==> config.mk <==
export PLATFORM = sky130hd
export DESIGN_NAME = cstx_core
export DESIGN_NICKNAME = d
export VERILOG_FILES = /design/src/core/cstx_interp.v /design/src/core/cstx_core.v
export VERILOG_INCLUDE_DIRS = /design/src /design/src/common
export SDC_FILE = /design/constraint.sdc
export NUM_CORES = 2
export LEC_CHECK = 0
export ABC_AREA = 1
export BUFFER_PORTS_ARGS = -buffer_cell sky130_fd_sc_hd__buf_2
export CAP_MARGIN = 20
export CORE_UTILIZATION = 50
export DETAILED_ROUTE_END_ITERATION = 12
export HOLD_SLACK_MARGIN = 0.05
export PLACE_DENSITY = 0.7
export SYNTH_ARGS = -nofsm -noshare
export SYNTH_HDL_FRONTEND = slang
export SYNTH_HIERARCHICAL = 1
export SYNTH_SLANG_ARGS = --single-unit
export TNS_END_PERCENT = 20
==> constraint.sdc <==
create_clock -name mclk -period 19.2 [get_ports mclk]
set_input_delay 1.92 -clock mclk [delete_from_list [all_inputs] [get_ports mclk]]
set_output_delay 1.92 -clock mclk [all_outputs]
set_load 0.03 [all_outputs]
==> src/common/cstx_regs.vh <==
// Constants for the core execution-control slice.
`ifndef CSTX_REGS_VH
`define CSTX_REGS_VH
// Processing states.
`define CSTX_ST_NORMAL 3'h0
`define CSTX_ST_STOPPED 3'h1
`define CSTX_ST_BACKGND 3'h2
`define CSTX_ST_EXCEPT 3'h3
`define CSTX_ST_HALTED 3'h4
// Operation codes on the operation port.
`define CSTX_OP_NONE 4'h0
`define CSTX_OP_TBL_SR 4'h1
`define CSTX_OP_TBL_SX 4'h2
`define CSTX_OP_TBL_UR 4'h3
`define CSTX_OP_TBL_UX 4'h4
`define CSTX_OP_LINK 4'h5
`define CSTX_OP_UNLINK 4'h6
`define CSTX_OP_NOP 4'h7
`define CSTX_OP_STOP 4'h8
`define CSTX_OP_LOW_POWER_HALT_INSTR 4'h9
`define CSTX_OP_OTHER 4'hA
// Operation sizes.
`define CSTX_SZ_BYTE 2'h0
`define CSTX_SZ_WORD 2'h1
`define CSTX_SZ_LONG 2'h2
// Operand register fields.
`define CSTX_OFS_HI 15
`define CSTX_OFS_LO 8
`define CSTX_FRAC_HI 7
`define CSTX_FRAC_LO 0
`define CSTX_FRAC_W 8
// Stack word step in bytes.
`define CSTX_STACK_STEP 32'h0000_0004
`define CSTX_ZERO32 32'h0000_0000
`endif

==> src/core/cstx_interp.v <==
// Table interpolation datapath: lower entry plus fraction times difference over 256, with size and rounding.
`timescale 1ns/100ps
`default_nettype none
`include "cstx_regs.vh"
module cstx_interp (
  input wire mclk, // Clock.
  input wire rst_n, // Synchronised reset, active low.
  input wire ce, // Clock enable.
  input wire start, // Start one interpolation.
  input wire [3:0] op, // Table variant.
  input wire [1:0] size, // Byte, word or long.
  input wire [7:0] frac, // Interpolation fraction.
  input wire [31:0] y_lo, // Lower entry.
  input wire [31:0] y_hi, // Upper entry.
  output reg done_r, // Result valid pulse.
  output reg [31:0] res_r // Result.
);
  wire is_signed;
  wire is_round;
  wire signed [33:0] lo_x;
  wire signed [33:0] hi_x;
  wire signed [33:0] diff;
  wire signed [42:0] prod;
  wire signed [42:0] full;
  wire signed [42:0] ipart;
  wire [7:0] fpart;
  wire rnd_up;
  wire signed [42:0] rounded;
  wire [31:0] exact;
  wire [31:0] rres;
  function [33:0] ext;
    input [31:0] v;
    input [1:0] sz;
    input sg;
    begin
      if (sz == `CSTX_SZ_BYTE) begin
        ext = {{26{sg & v[7]}}, v[7:0]};
      end else if (sz == `CSTX_SZ_WORD) begin
        ext = {{18{sg & v[15]}}, v[15:0]};
      end else begin
        ext = {{2{sg & v[31]}}, v};
      end
    end
  endfunction
  function [31:0] fit;
    input [31:0] v;
    input [1:0] sz;
    begin
      if (sz == `CSTX_SZ_BYTE) begin
        fit = {24'h00_0000, v[7:0]};
      end else if (sz == `CSTX_SZ_WORD) begin
        fit = {16'h0000, v[15:0]};
      end else begin
        fit = v;
      end
    end
  endfunction
  assign is_signed = (op == `CSTX_OP_TBL_SR) || (op == `CSTX_OP_TBL_SX);
  assign is_round = (op == `CSTX_OP_TBL_SR) || (op == `CSTX_OP_TBL_UR);
  assign lo_x = ext(y_lo, size, is_signed);
  assign hi_x = ext(y_hi, size, is_signed);
  assign diff = hi_x - lo_x;
  assign prod = diff * $signed({1'b0, frac});
  assign full = (lo_x <<< `CSTX_FRAC_W) + prod;
  assign ipart = full >>> `CSTX_FRAC_W;
  assign fpart = full[7:0];
  // Round to nearest, ties to the even integer.
  assign rnd_up = fpart[7] & ((|fpart[6:0]) | ipart[0]);
  assign rounded = ipart + {42'h000_0000_0000, rnd_up};
  assign rres = fit(rounded[31:0], size);
  // Exact byte and word variants return the integer part shifted up with the fraction in the low byte; long returns the integer part only.
  assign exact = (size == `CSTX_SZ_LONG) ? full[39:8] : fit(full[31:0], (size == `CSTX_SZ_BYTE) ?
    `CSTX_SZ_WORD : `CSTX_SZ_LONG);
  always @(posedge mclk or negedge rst_n) begin
    if (!rst_n) begin
      done_r <= 1'b0;
      res_r <= `CSTX_ZERO32;
    end else if (ce) begin
      done_r <= start;
      if (start) begin
        res_r <= is_round ? rres : exact;
      end
    end
  end
endmodule // cstx_interp
`default_nettype wire

==> src/core/cstx_core.v <==
// Execution control: processing states, pipeline sync, frame link/unlink and table interpolation.
//
// Behaviour
// - Table offset is operand bits 15:8, fraction bits 7:0, result is lower entry plus fraction times difference over 256.
// - The signed rounded variant rounds to nearest with ties to even.
// - Four variants (signed/unsigned, rounded/exact) in byte, word and long, exact byte and word ones keep the fraction, exact long drops it.
// - The register-pair form interpolates between two register values using the destination fraction.
// - Frame link pushes the address register, loads it with the stack address and reserves a local area.
// - Frame unlink loads the stack pointer from the register and pops the saved value into it.
// - A no-operation waits until every earlier instruction has completed.
// - The core is always in exactly one of normal, background or exception state unless halted.
// - Either stop instruction enters a stopped form of normal state with no bus cycles.
// - Exception state makes no stacking or vector cycles, only enables fetch, and ends when the handler starts.
// - A bus or address error during exception processing halts the core.
// - Stopped resumes only on trace, interrupt or reset, and is distinct from halted.
`timescale 1ns/100ps
`default_nettype none
`include "cstx_regs.vh"
module cstx_core (
  input wire mclk, // Clock, 100 MHz.
  input wire nrst, // Asynchronous reset, active low.
  input wire ce, // Clock enable.
  input wire op_valid, // Operation offered.
  input wire [3:0] op, // Operation code.
  input wire [1:0] op_size, // Operation size.
  input wire op_pair, // Register-pair table form.
  input wire [31:0] interp_operand_register, // Offset and fraction operand.
  input wire [31:0] surface_fraction_register, // Fraction for the pair form.
  input wire [31:0] pair_lo, // First value of register pair.
  input wire [31:0] pair_hi, // Second value of register pair.
  input wire [31:0] table_base, // Table base address.
  input wire [31:0] addr_reg_in, // Address register operand value.
  input wire [31:0] frame_disp, // Signed frame displacement.
  input wire pipe_busy, // Earlier instructions still executing.
  input wire exc_req, // Exception request.
  input wire exc_trace, // Trace exception pending.
  input wire exc_irq, // Interrupt exception pending.
  input wire bkpt_req, // Enter background state.
  input wire bkpt_exit, // Leave background state.
  input wire handler_start, // First handler instruction starts.
  input wire bus_err, // Bus error.
  input wire addr_err, // Address error.
  input wire mem_ack, // Memory cycle done.
  input wire [31:0] mem_rdata, // Memory read data.
  output reg op_ready_r, // Operation completed pulse.
  output reg [2:0] proc_state_r, // Processing state.
  output reg fetch_en_r, // Instruction fetch allowed.
  output reg mem_req_r, // Memory request.
  output reg mem_we_r, // Memory write.
  output reg [31:0] mem_addr_r, // Memory address.
  output reg [31:0] mem_wdata_r, // Memory write data.
  output reg [31:0] stack_pointer, // Stack pointer.
  output reg [31:0] addr_reg_out_r, // Address register result.
  output reg addr_reg_we_r, // Address register write pulse.
  output reg [31:0] result_r, // Table result.
  output reg result_we_r // Table result valid pulse.
);
  localparam SQ_IDLE = 3'h0;
  localparam SQ_RD_LO = 3'h1;
  localparam SQ_RD_HI = 3'h2;
  localparam SQ_CALC = 3'h3;
  localparam SQ_LINK = 3'h4;
  localparam SQ_FRAME_UNLINK_INSTR = 3'h5;
  localparam SQ_WAIT = 3'h6;
  reg rs1_r;
  reg rst_n;
  reg [2:0] seq_r;
  reg [3:0] cur_op_r;
  reg [1:0] cur_sz_r;
  reg [7:0] frac_r;
  reg [31:0] lo_r;
  reg [31:0] hi_r;
  reg ip_start_r;
  wire ip_done;
  wire [31:0] ip_res;
  wire is_tbl;
  wire [31:0] ent_addr;
  wire [31:0] step;
  function [31:0] size_bytes;
    input [1:0] sz;
    begin
      if (sz == `CSTX_SZ_BYTE) begin
        size_bytes = 32'h0000_0001;
      end else if (sz == `CSTX_SZ_WORD) begin
        size_bytes = 32'h0000_0002;
      end else begin
        size_bytes = 32'h0000_0004;
      end
    end
  endfunction
  // ---------------------------------------------------------------
  // Reset release.
  // ---------------------------------------------------------------
  always @(posedge mclk or negedge nrst) begin
    if (!nrst) begin
      rs1_r <= 1'b0;
      rst_n <= 1'b0;
    end else begin
      rs1_r <= 1'b1;
      rst_n <= rs1_r;
    end
  end
  assign is_tbl = (op == `CSTX_OP_TBL_SR) || (op == `CSTX_OP_TBL_SX) || (op == `CSTX_OP_TBL_UR) ||
    (op == `CSTX_OP_TBL_UX);
  assign step = size_bytes(op_size);
  assign ent_addr = table_base + step * {24'h00_0000,
    interp_operand_register[`CSTX_OFS_HI:`CSTX_OFS_LO]};
  cstx_interp u_cstx_interp (
    .mclk(mclk),
    .rst_n(rst_n),
    .ce(ce),
    .start(ip_start_r),
    .op(cur_op_r),
    .size(cur_sz_r),
    .frac(frac_r),
    .y_lo(lo_r),
    .y_hi(hi_r),
    .done_r(ip_done),
    .res_r(ip_res)
  );
  // ---------------------------------------------------------------
  // Processing state and instruction sequencer.
  // ---------------------------------------------------------------
  always @(posedge mclk or negedge rst_n) begin
    if (!rst_n) begin
      proc_state_r <= `CSTX_ST_NORMAL;
      seq_r <= SQ_IDLE;
      cur_op_r <= `CSTX_OP_NONE;
      cur_sz_r <= `CSTX_SZ_BYTE;
      frac_r <= 8'h00;
      lo_r <= `CSTX_ZERO32;
      hi_r <= `CSTX_ZERO32;
      ip_start_r <= 1'b0;
      op_ready_r <= 1'b0;
      fetch_en_r <= 1'b1;
      mem_req_r <= 1'b0;
      mem_we_r <= 1'b0;
      mem_addr_r <= `CSTX_ZERO32;
      mem_wdata_r <= `CSTX_ZERO32;
      stack_pointer <= `CSTX_ZERO32;
      addr_reg_out_r <= `CSTX_ZERO32;
      addr_reg_we_r <= 1'b0;
      result_r <= `CSTX_ZERO32;
      result_we_r <= 1'b0;
    end else if (ce) begin
      op_ready_r <= 1'b0;
      ip_start_r <= 1'b0;
      addr_reg_we_r <= 1'b0;
      result_we_r <= 1'b0;
      case (proc_state_r)
        `CSTX_ST_HALTED: begin
          fetch_en_r <= 1'b0;
          mem_req_r <= 1'b0;
        end
        `CSTX_ST_STOPPED: begin
          mem_req_r <= 1'b0;
          fetch_en_r <= 1'b0;
          if (exc_trace || exc_irq) begin
            proc_state_r <= `CSTX_ST_EXCEPT;
          end
        end
        `CSTX_ST_EXCEPT: begin
          fetch_en_r <= 1'b1;
          seq_r <= SQ_IDLE;
          if (bus_err || addr_err) begin
            proc_state_r <= `CSTX_ST_HALTED;
            fetch_en_r <= 1'b0;
            mem_req_r <= 1'b0;
          end else if (handler_start) begin
            proc_state_r <= `CSTX_ST_NORMAL;
          end
        end
        `CSTX_ST_BACKGND: begin
          fetch_en_r <= 1'b0;
          mem_req_r <= 1'b0;
          if (bkpt_exit) begin
            proc_state_r <= `CSTX_ST_NORMAL;
            fetch_en_r <= 1'b1;
          end
        end
        default: begin
          if (exc_req || bus_err || addr_err) begin
            proc_state_r <= `CSTX_ST_EXCEPT;
            mem_req_r <= 1'b0;
            seq_r <= SQ_IDLE;
          end else if (bkpt_req && seq_r == SQ_IDLE) begin
            proc_state_r <= `CSTX_ST_BACKGND;
          end else begin
            case (seq_r)
              SQ_IDLE: begin
                if (op_valid) begin
                  cur_op_r <= op;
                  cur_sz_r <= op_size;
                  if (op == `CSTX_OP_NOP) begin
                    seq_r <= SQ_WAIT;
                  end else if (op == `CSTX_OP_STOP || op == `CSTX_OP_LOW_POWER_HALT_INSTR) begin
                    op_ready_r <= 1'b1;
                    proc_state_r <= `CSTX_ST_STOPPED;
                    fetch_en_r <= 1'b0;
                  end else if (is_tbl && op_pair) begin
                    lo_r <= pair_lo;
                    hi_r <= pair_hi;
                    frac_r <= surface_fraction_register[`CSTX_FRAC_HI:`CSTX_FRAC_LO];
                    ip_start_r <= 1'b1;
                    seq_r <= SQ_CALC;
                  end else if (is_tbl) begin
                    frac_r <= interp_operand_register[`CSTX_FRAC_HI:`CSTX_FRAC_LO];
                    mem_req_r <= 1'b1;
                    mem_we_r <= 1'b0;
                    mem_addr_r <= ent_addr;
                    hi_r <= ent_addr + step;
                    seq_r <= SQ_RD_LO;
                  end else if (op == `CSTX_OP_LINK) begin
                    mem_req_r <= 1'b1;
                    mem_we_r <= 1'b1;
                    mem_addr_r <= stack_pointer - `CSTX_STACK_STEP;
                    mem_wdata_r <= addr_reg_in;
                    seq_r <= SQ_LINK;
                  end else if (op == `CSTX_OP_UNLINK) begin
                    stack_pointer <= addr_reg_in;
                    mem_req_r <= 1'b1;
                    mem_we_r <= 1'b0;
                    mem_addr_r <= addr_reg_in;
                    seq_r <= SQ_FRAME_UNLINK_INSTR;
                  end else begin
                    op_ready_r <= 1'b1;
                  end
                end
              end
              SQ_WAIT: begin
                if (!pipe_busy) begin
                  op_ready_r <= 1'b1;
                  seq_r <= SQ_IDLE;
                end
              end
              SQ_RD_LO: begin
                if (mem_ack) begin
                  lo_r <= mem_rdata;
                  mem_addr_r <= hi_r;
                  seq_r <= SQ_RD_HI;
                end
              end
              SQ_RD_HI: begin
                if (mem_ack) begin
                  hi_r <= mem_rdata;
                  mem_req_r <= 1'b0;
                  ip_start_r <= 1'b1;
                  seq_r <= SQ_CALC;
                end
              end
              SQ_CALC: begin
                if (ip_done) begin
                  result_r <= ip_res;
                  result_we_r <= 1'b1;
                  op_ready_r <= 1'b1;
                  seq_r <= SQ_IDLE;
                end
              end
              SQ_LINK: begin
                if (mem_ack) begin
                  mem_req_r <= 1'b0;
                  mem_we_r <= 1'b0;
                  addr_reg_out_r <= mem_addr_r;
                  addr_reg_we_r <= 1'b1;
                  stack_pointer <= mem_addr_r + frame_disp;
                  op_ready_r <= 1'b1;
                  seq_r <= SQ_IDLE;
                end
              end
              SQ_FRAME_UNLINK_INSTR: begin
                if (mem_ack) begin
                  mem_req_r <= 1'b0;
                  addr_reg_out_r <= mem_rdata;
                  addr_reg_we_r <= 1'b1;
                  stack_pointer <= stack_pointer + `CSTX_STACK_STEP;
                  op_ready_r <= 1'b1;
                  seq_r <= SQ_IDLE;
                end
              end
              default: begin
                seq_r <= SQ_IDLE;
              end
            endcase
          end
        end
      endcase
    end
  end
endmodule // cstx_core
`default_nettype wire

* After elaboration in Yosys (flattened, before gate mapping)
Cells that the tools add are included.
** Word-level totals
- Bits in registers :: 286
- Input bits :: 277
- Word-level logic and storage cells :: 298
- Output and inout bits :: 169
** Cells by class
- Reduce and logical (&&, ||, !) cells :: 50
- Add/subtract/negate cells :: 8
- Equality and inequality tests :: 64
- Multiplexer cells :: 134
- Bitwise logic cells :: 17
- $mul :: 2
** Operator list (count)
- $mux W32 :: 33
- $pmux W32 S2 :: 4
- $mux W34 :: 4
- $add A32 B32 Y32 :: 3
- $pmux W32 S3 :: 1
- $mux W3 :: 26
- $mux W1 :: 54
- $reduce_and A11 Y1 :: 4
- $add A40 B40 Y40 :: 1
- $mul A34 B9 Y40 :: 1
- $sub A34 B34 Y34 :: 1
- $add A32 B2 Y32 :: 1
- $add A32 B3 Y32 const B :: 1
- $mul A32 B8 Y32 :: 1
- $sub A32 B3 Y32 const B :: 1
- $reduce_and A10 Y1 :: 3
- $ne A2 B2 Y1 const B :: 13
- $ne A5 B4 Y1 const B :: 5
- $pmux W3 S6 :: 1
- $reduce_and A9 Y1 :: 2
- $reduce_bool A6 Y1 :: 3
- $eq A4 B2 Y1 const B :: 4
- $eq A4 B3 Y1 const B :: 4
- $mux W8 :: 2
- 43 further kinds :: 102

* Longest topological paths before layout
- Depth after elaboration :: 15
- Mapped depth :: 54
- Mapped depth without buffers :: 54

* By module
Netlist, hierarchy kept.
** Modules (own cells, without submodules)
- cstx_core :: sequential area each 6332.3 um^2, instances 1, area an instance 19244.7 um^2, cells an instance 2752
- cstx_interp :: sequential area each 825.8 um^2, instances 1, area an instance 15566.2 um^2, cells an instance 2350

* Worst setup path before layout
No wires, ideal clock.
- Kind :: register to register
- Start :: register cur_sz_r[1]
- End :: register u_cstx_interp.res_r[31]
- Data required time :: 19083 ps
- Clock period less this slack :: 7881 ps
- Cell stages (with the launch flop) :: 49
- Buffers on the path :: 3
- Arrival time :: 7764 ps
- Slack :: 11319 ps
- Library setup time :: 117 ps
- Cell sequence :: dfrtp_1 -> buf_2 -> nor2_1 -> clkbuf_1 -> clkinv_1 -> clkbuf_1 -> a21oi_1 -> ha_1 -> nand2_1 -> inv_1 -> nand2_1 -> nand2_1 -> a21oi_1 -> nand2_1 -> a21oi_1 -> o21ai_1 -> inv_1 -> o21bai_1 -> (+13 left out) -> ha_1 -> nand2_1 -> nor2_1 -> inv_1 -> nor2_1 -> nand3_1 -> nand2_1 -> nand2_1 -> nand2_1 -> nand2_1 -> nor2_1 -> nand3_1 -> nor2_1 -> nand3_1 -> nand3_1 -> nand2_1 -> nand2_1 -> nand2_1
** Between the ends
- Word-level cells in the longest chain between the ends :: 12
- Elaborated cells between the ends (all ways) :: 23
- Classes of those cells :: add/sub: 3; mul: 1; eq/ne: 3; mux: 11; bitwise: 2; reduce/logical: 3
** Ends and longest elaborated chain
- from (decl) :: RTL line cstx_core.v:69 : reg [1:0] cur_sz_r;
- from (signal assigned) :: RTL line cstx_core.v:129 : cur_sz_r <= `CSTX_SZ_BYTE;
- from (signal assigned) :: RTL line cstx_core.v:193 : cur_sz_r <= op_size;
- $logic_not A2 Y1 (no source line)
- $mux W34 :: RTL line cstx_interp.v:36 : if (sz == `CSTX_SZ_BYTE) begin
- $sub A34 B34 Y34 :: RTL line cstx_interp.v:62 : assign diff = hi_x - lo_x;
- $mul A34 B9 Y40 :: RTL line cstx_interp.v:63 : assign prod = diff * $signed({1'b0, frac});
- $add A40 B40 Y40 :: RTL line cstx_interp.v:64 : assign full = (lo_x <<< `CSTX_FRAC_W) + prod;
- $reduce_or A7 Y1 :: RTL line cstx_interp.v:68 : assign rnd_up = fpart[7] & ((|fpart[6:0]) | ipart[0]);
- $or A1 B1 Y1 :: RTL line cstx_interp.v:68
- $and A1 B1 Y1 :: RTL line cstx_interp.v:68
- $add A32 B2 Y32 :: RTL line cstx_interp.v:69 : assign rounded = ipart + {42'h000_0000_0000, rnd_up};
- $mux W32 :: RTL line cstx_interp.v:51 : end else if (sz == `CSTX_SZ_WORD) begin
- $mux W32 :: RTL line cstx_interp.v:49 : if (sz == `CSTX_SZ_BYTE) begin
- $mux W32 * :: RTL line cstx_interp.v:81 : res_r <= is_round ? rres : exact;
- to (signal assigned) :: RTL line cstx_interp.v:77 : res_r <= `CSTX_ZERO32;
- to (signal assigned) :: RTL line cstx_interp.v:81
- to (decl) :: RTL line cstx_interp.v:16 : output reg [31:0] res_r
Every way passes the cells marked *; elsewhere a longest branch is shown, timed or not.
A chain may end at the register's enable or synchronous reset.

* Worst setup path after layout
- Start :: register cur_sz_r[0]
- End :: register u_cstx_interp.res_r[31]
Same word-level chain as after synthesis.

==> impl_summary.log <==
[metrics] post-DR wirelength/cell: 22.2 um
[metrics] CTS tree: yes
[metrics] CP max stage delay: 0.66 ns
[metrics] RSZ-0062 raised after global routing: false
[metrics] Max Buffers Root-to-Sink: 3
[metrics] Main synth FF type: sky130_fd_sc_hd__dfrtp_1
[metrics] post-synthesis register bit count: 286
[metrics] top cell family by delay on the critical path: simple AND/OR/NAND/NOR gates
[metrics] relative area change from synthesis to final layout: 11.4%
[metrics] ranking of synthesized cells by instance count: sky130_fd_sc_hd__nand2_1, sky130_fd_sc_hd__inv_1, sky130_fd_sc_hd__nor2_1, sky130_fd_sc_hd__o21ai_0, sky130_fd_sc_hd__nand3_1
[metrics] total half-perimeter wirelength after legalization and detailed placement: 118000 um
[metrics] total clock sinks: 286
[metrics] worst-path cell with the longest stage delay: sky130_fd_sc_hd__xnor2_1
[metrics] die boundary height: 266 um
[metrics] portion of synthesized cell area occupied by the leading cell type: 20.5%
[metrics] register area share after synthesis: 20.6%
[metrics] max-slew violation total from the final report: 0
[metrics] Mapped Nets: 5795
[metrics] number of nets at the end of the flow: 6107
[metrics] Placeable Area: 68700 um2
[metrics] stages on the worst setup path: 40
[metrics] number of buffers created by CTS: 36
[metrics] critical path required time: 19.65 ns
[metrics] Critical Setup Path Class: register to register
[metrics] Hold Crit Class: register to register
[metrics] max-capacitance violation count: 0
[metrics] effective utilization at floorplan: 50.7%
[metrics] asr flop ratio synth: 100%
[metrics] warning count from the yosys run: 6
[metrics] slew at the pin closest to its max-slew limit: 1.06 ns
[metrics] Post-Synthesis Cell Area: 34800 um2
[metrics] worst-case clock skew: 0.0589 ns
[metrics] CTS root buffer: sky130_fd_sc_hd__clkbuf_16
[metrics] proportion of layout cells with a drive suffix above 1: 14.4%
[metrics] final count of negative-setup-slack endpoints: 0
[metrics] number of placement rows: 96
[metrics] crit path from: cur_sz_r[0]
[metrics] max_slew headroom: 29.4%
[metrics] vias post-DR: 36000
[metrics] type of element capturing the critical path: register
[metrics] minimum period implied by the final worst setup slack: 10.03 ns
[metrics] origin of the critical flop-to-flop path: cur_sz_r[0]
[metrics] Antenna Violating Nets Remaining: 0
[metrics] H-tree levels: 2
[metrics] total setup buffers inserted after CTS: 0
[metrics] register clock-pin slew on the reported worst setup and hold paths: 0.06 ns
[metrics] PortBufs: 405
[metrics] status: finished, final reports clean
[metrics] reg-to-reg setup timing slack: 9.17 ns
[metrics] number of cells upsized or downsized after cts: 0
[metrics] drt drc: 0
[metrics] worst reg2reg endpoint: u_cstx_interp/res_r[31]
[metrics] Overflow after GRT: 0
[metrics] number of enable-type register cells in the synthesized netlist: 0
[metrics] hold path cells: 0
[metrics] Total Neg Setup Slack: 0 ns
[metrics] number of global-route vias before repair: 34500
[metrics] maximum number of pins on one net before global-route repair: 71
[metrics] overall die width: 266 um
[metrics] Max Clk Rate: 0.0997 GHz
[metrics] wirelength, routed: 141000 um
[metrics] final hold violations: 0
[metrics] mean instance size in the synthesized netlist: 6.82 um2
[metrics] count of hold-fix buffers inserted at cts: 0
[metrics] number of cells on the worst reg-to-reg path: 40
[metrics] number of distinct library cells after synthesis: 83
[metrics] number of iterations in the first detailed-routing pass: 7
[metrics] maximum fanout along the worst path: 16
[metrics] ports placed on the boundary: 446
[metrics] startpoint kind of the worst setup timing path: register
[metrics] DIE AREA: 70700 um2
[metrics] via-per-instance ratio: 5.66
[metrics] number of antenna violations at the first check in global routing: 8
[metrics] data arrival time of the worst path: 10.47 ns
[metrics] dominant cell type by area after synthesis: sky130_fd_sc_hd__dfrtp_1
[metrics] clock latency of the later-clocked register in the worst-skew pair: 0.62 ns
[metrics] top cells by area, synth: sky130_fd_sc_hd__dfrtp_1, sky130_fd_sc_hd__fa_1, sky130_fd_sc_hd__nand2_1, sky130_fd_sc_hd__inv_1, sky130_fd_sc_hd__nor2_1
[metrics] Global Route Usage Sum: 39.7%
[metrics] Worst Setup EP: u_cstx_interp/res_r[31]
[metrics] final weighted congestion in routability-driven placement: 1.01
[metrics] violation count after the first detailed-routing iteration: 3254
[metrics] Final period util: 52.2%
[metrics] post-synthesis cell count: 5102
[metrics] first-pass GRT wire length: 211000 um
[metrics] most frequent cell after synthesis: sky130_fd_sc_hd__nand2_1
[metrics] buffer and inverter count on the worst path: 5
[stage by stage]
stage / hold WS (ns) / instance area (um2) / setup slack (ns) / utilization [%] / instances
2_1_floorplan: 0.331 / 34800 / 10.64 / - / 5102
3_3_place_gp: 0.336 / 37600 / 9.55 / 54.7 / 6306
3_5_place_dp: 0.349 / 37600 / 9.45 / 54.7 / 6306
4_1_cts: 0.363 / 38800 / 9.41 / 56.4 / 6366
5_1_grt: 0.371 / 38800 / 8.58 / 56.4 / 6367
6_report: 0.366 / 38800 / 9.17 / 56.4 / 6371
[final cells by class]
class                           count  area (um2)
Fill cell                        7043       29900
Multi-Input combinational cell   3828       23900
Sequential cell                   286        7160
Inverter                          819        3080
Timing Repair Buffer              443        2310
Tap cell                          931        1160
Clock buffer                       49        1000
Clock inverter                     11         153
Antenna cell                        4        10.0
[state kept, by name, summed over array words and instances, names as in the netlist, 4 cells and up]
signal and cells:
addr_reg_out_r 32, cur_op_r 4, frac_r 8, hi_r 32, lo_r 32, mem_addr_r 32, mem_wdata_r 32, result_r 32
stack_pointer 32, u_cstx_interp/res_r 32
[cell families (layout without fill, tap and decap cells)]
kind of cell | after synthesis | count (layout) | share of synthesized area [%]
flops | 286 | 286 | 20.6
compound gates | 814 | 814 | 13.2
simple gates | 2448 | 2448 | 30.7
buf+inv | 988 | 1322 | 10.9
xor+xnor | 84 | 84 | 2.23
mux | 65 | 65 | 2.08
other cells | 1 | 5 | 0.0108
fa+ha+maj | 416 | 416 | 20.3
[cells in the final DEF (no fill, tap or decap), drive strengths merged, types with 5 or more instances in the layout]
cell type	netlist	routed
fa	250	250
dfrtp	285	285
clkinv	10	17
a21o	5	5
nor4	14	14
buf	44	443
a41oi	6	6
o21bai	23	23
xnor2	24	24
ha	166	166
nand4	67	67
clkbuf	125	49
o21ai	342	342
a21oi	284	284
o221ai	8	8
o31ai	12	12
o22ai	23	23
a22oi	8	8
xor2	60	60
mux2i	13	13
mux2	52	52
inv	809	809
a21boi	5	5
nand3b	14	14
nand3	300	300
nor3	60	60
or2	36	36
o211ai	47	47
nand2	1267	1267
a31oi	29	29
nor2	681	681
[routing by layer]
metal | part of all wire (%) | global-route usage, %
met4 | 6.5 | 22.2
met1 | 40 | 49.8
met2 | 46 | 64.7
met5 | 0.044 | 0
met3 | 7.8 | 7.11
[worst min path at each step]
stage	start	end	slack, ns
final	rs1_r	rst_n	0.37
after global routing	rs1_r	rst_n	0.37
after CTS	rs1_r	rst_n	0.36
after detailed placement	rs1_r	rst_n	0.35
after global placement	rs1_r	rst_n	0.34
after floorplan	rs1_r	rst_n	0.33
Power is not shown: default switching activity piles up to over one toggle a cycle in this logic, so the estimate is an artifact.
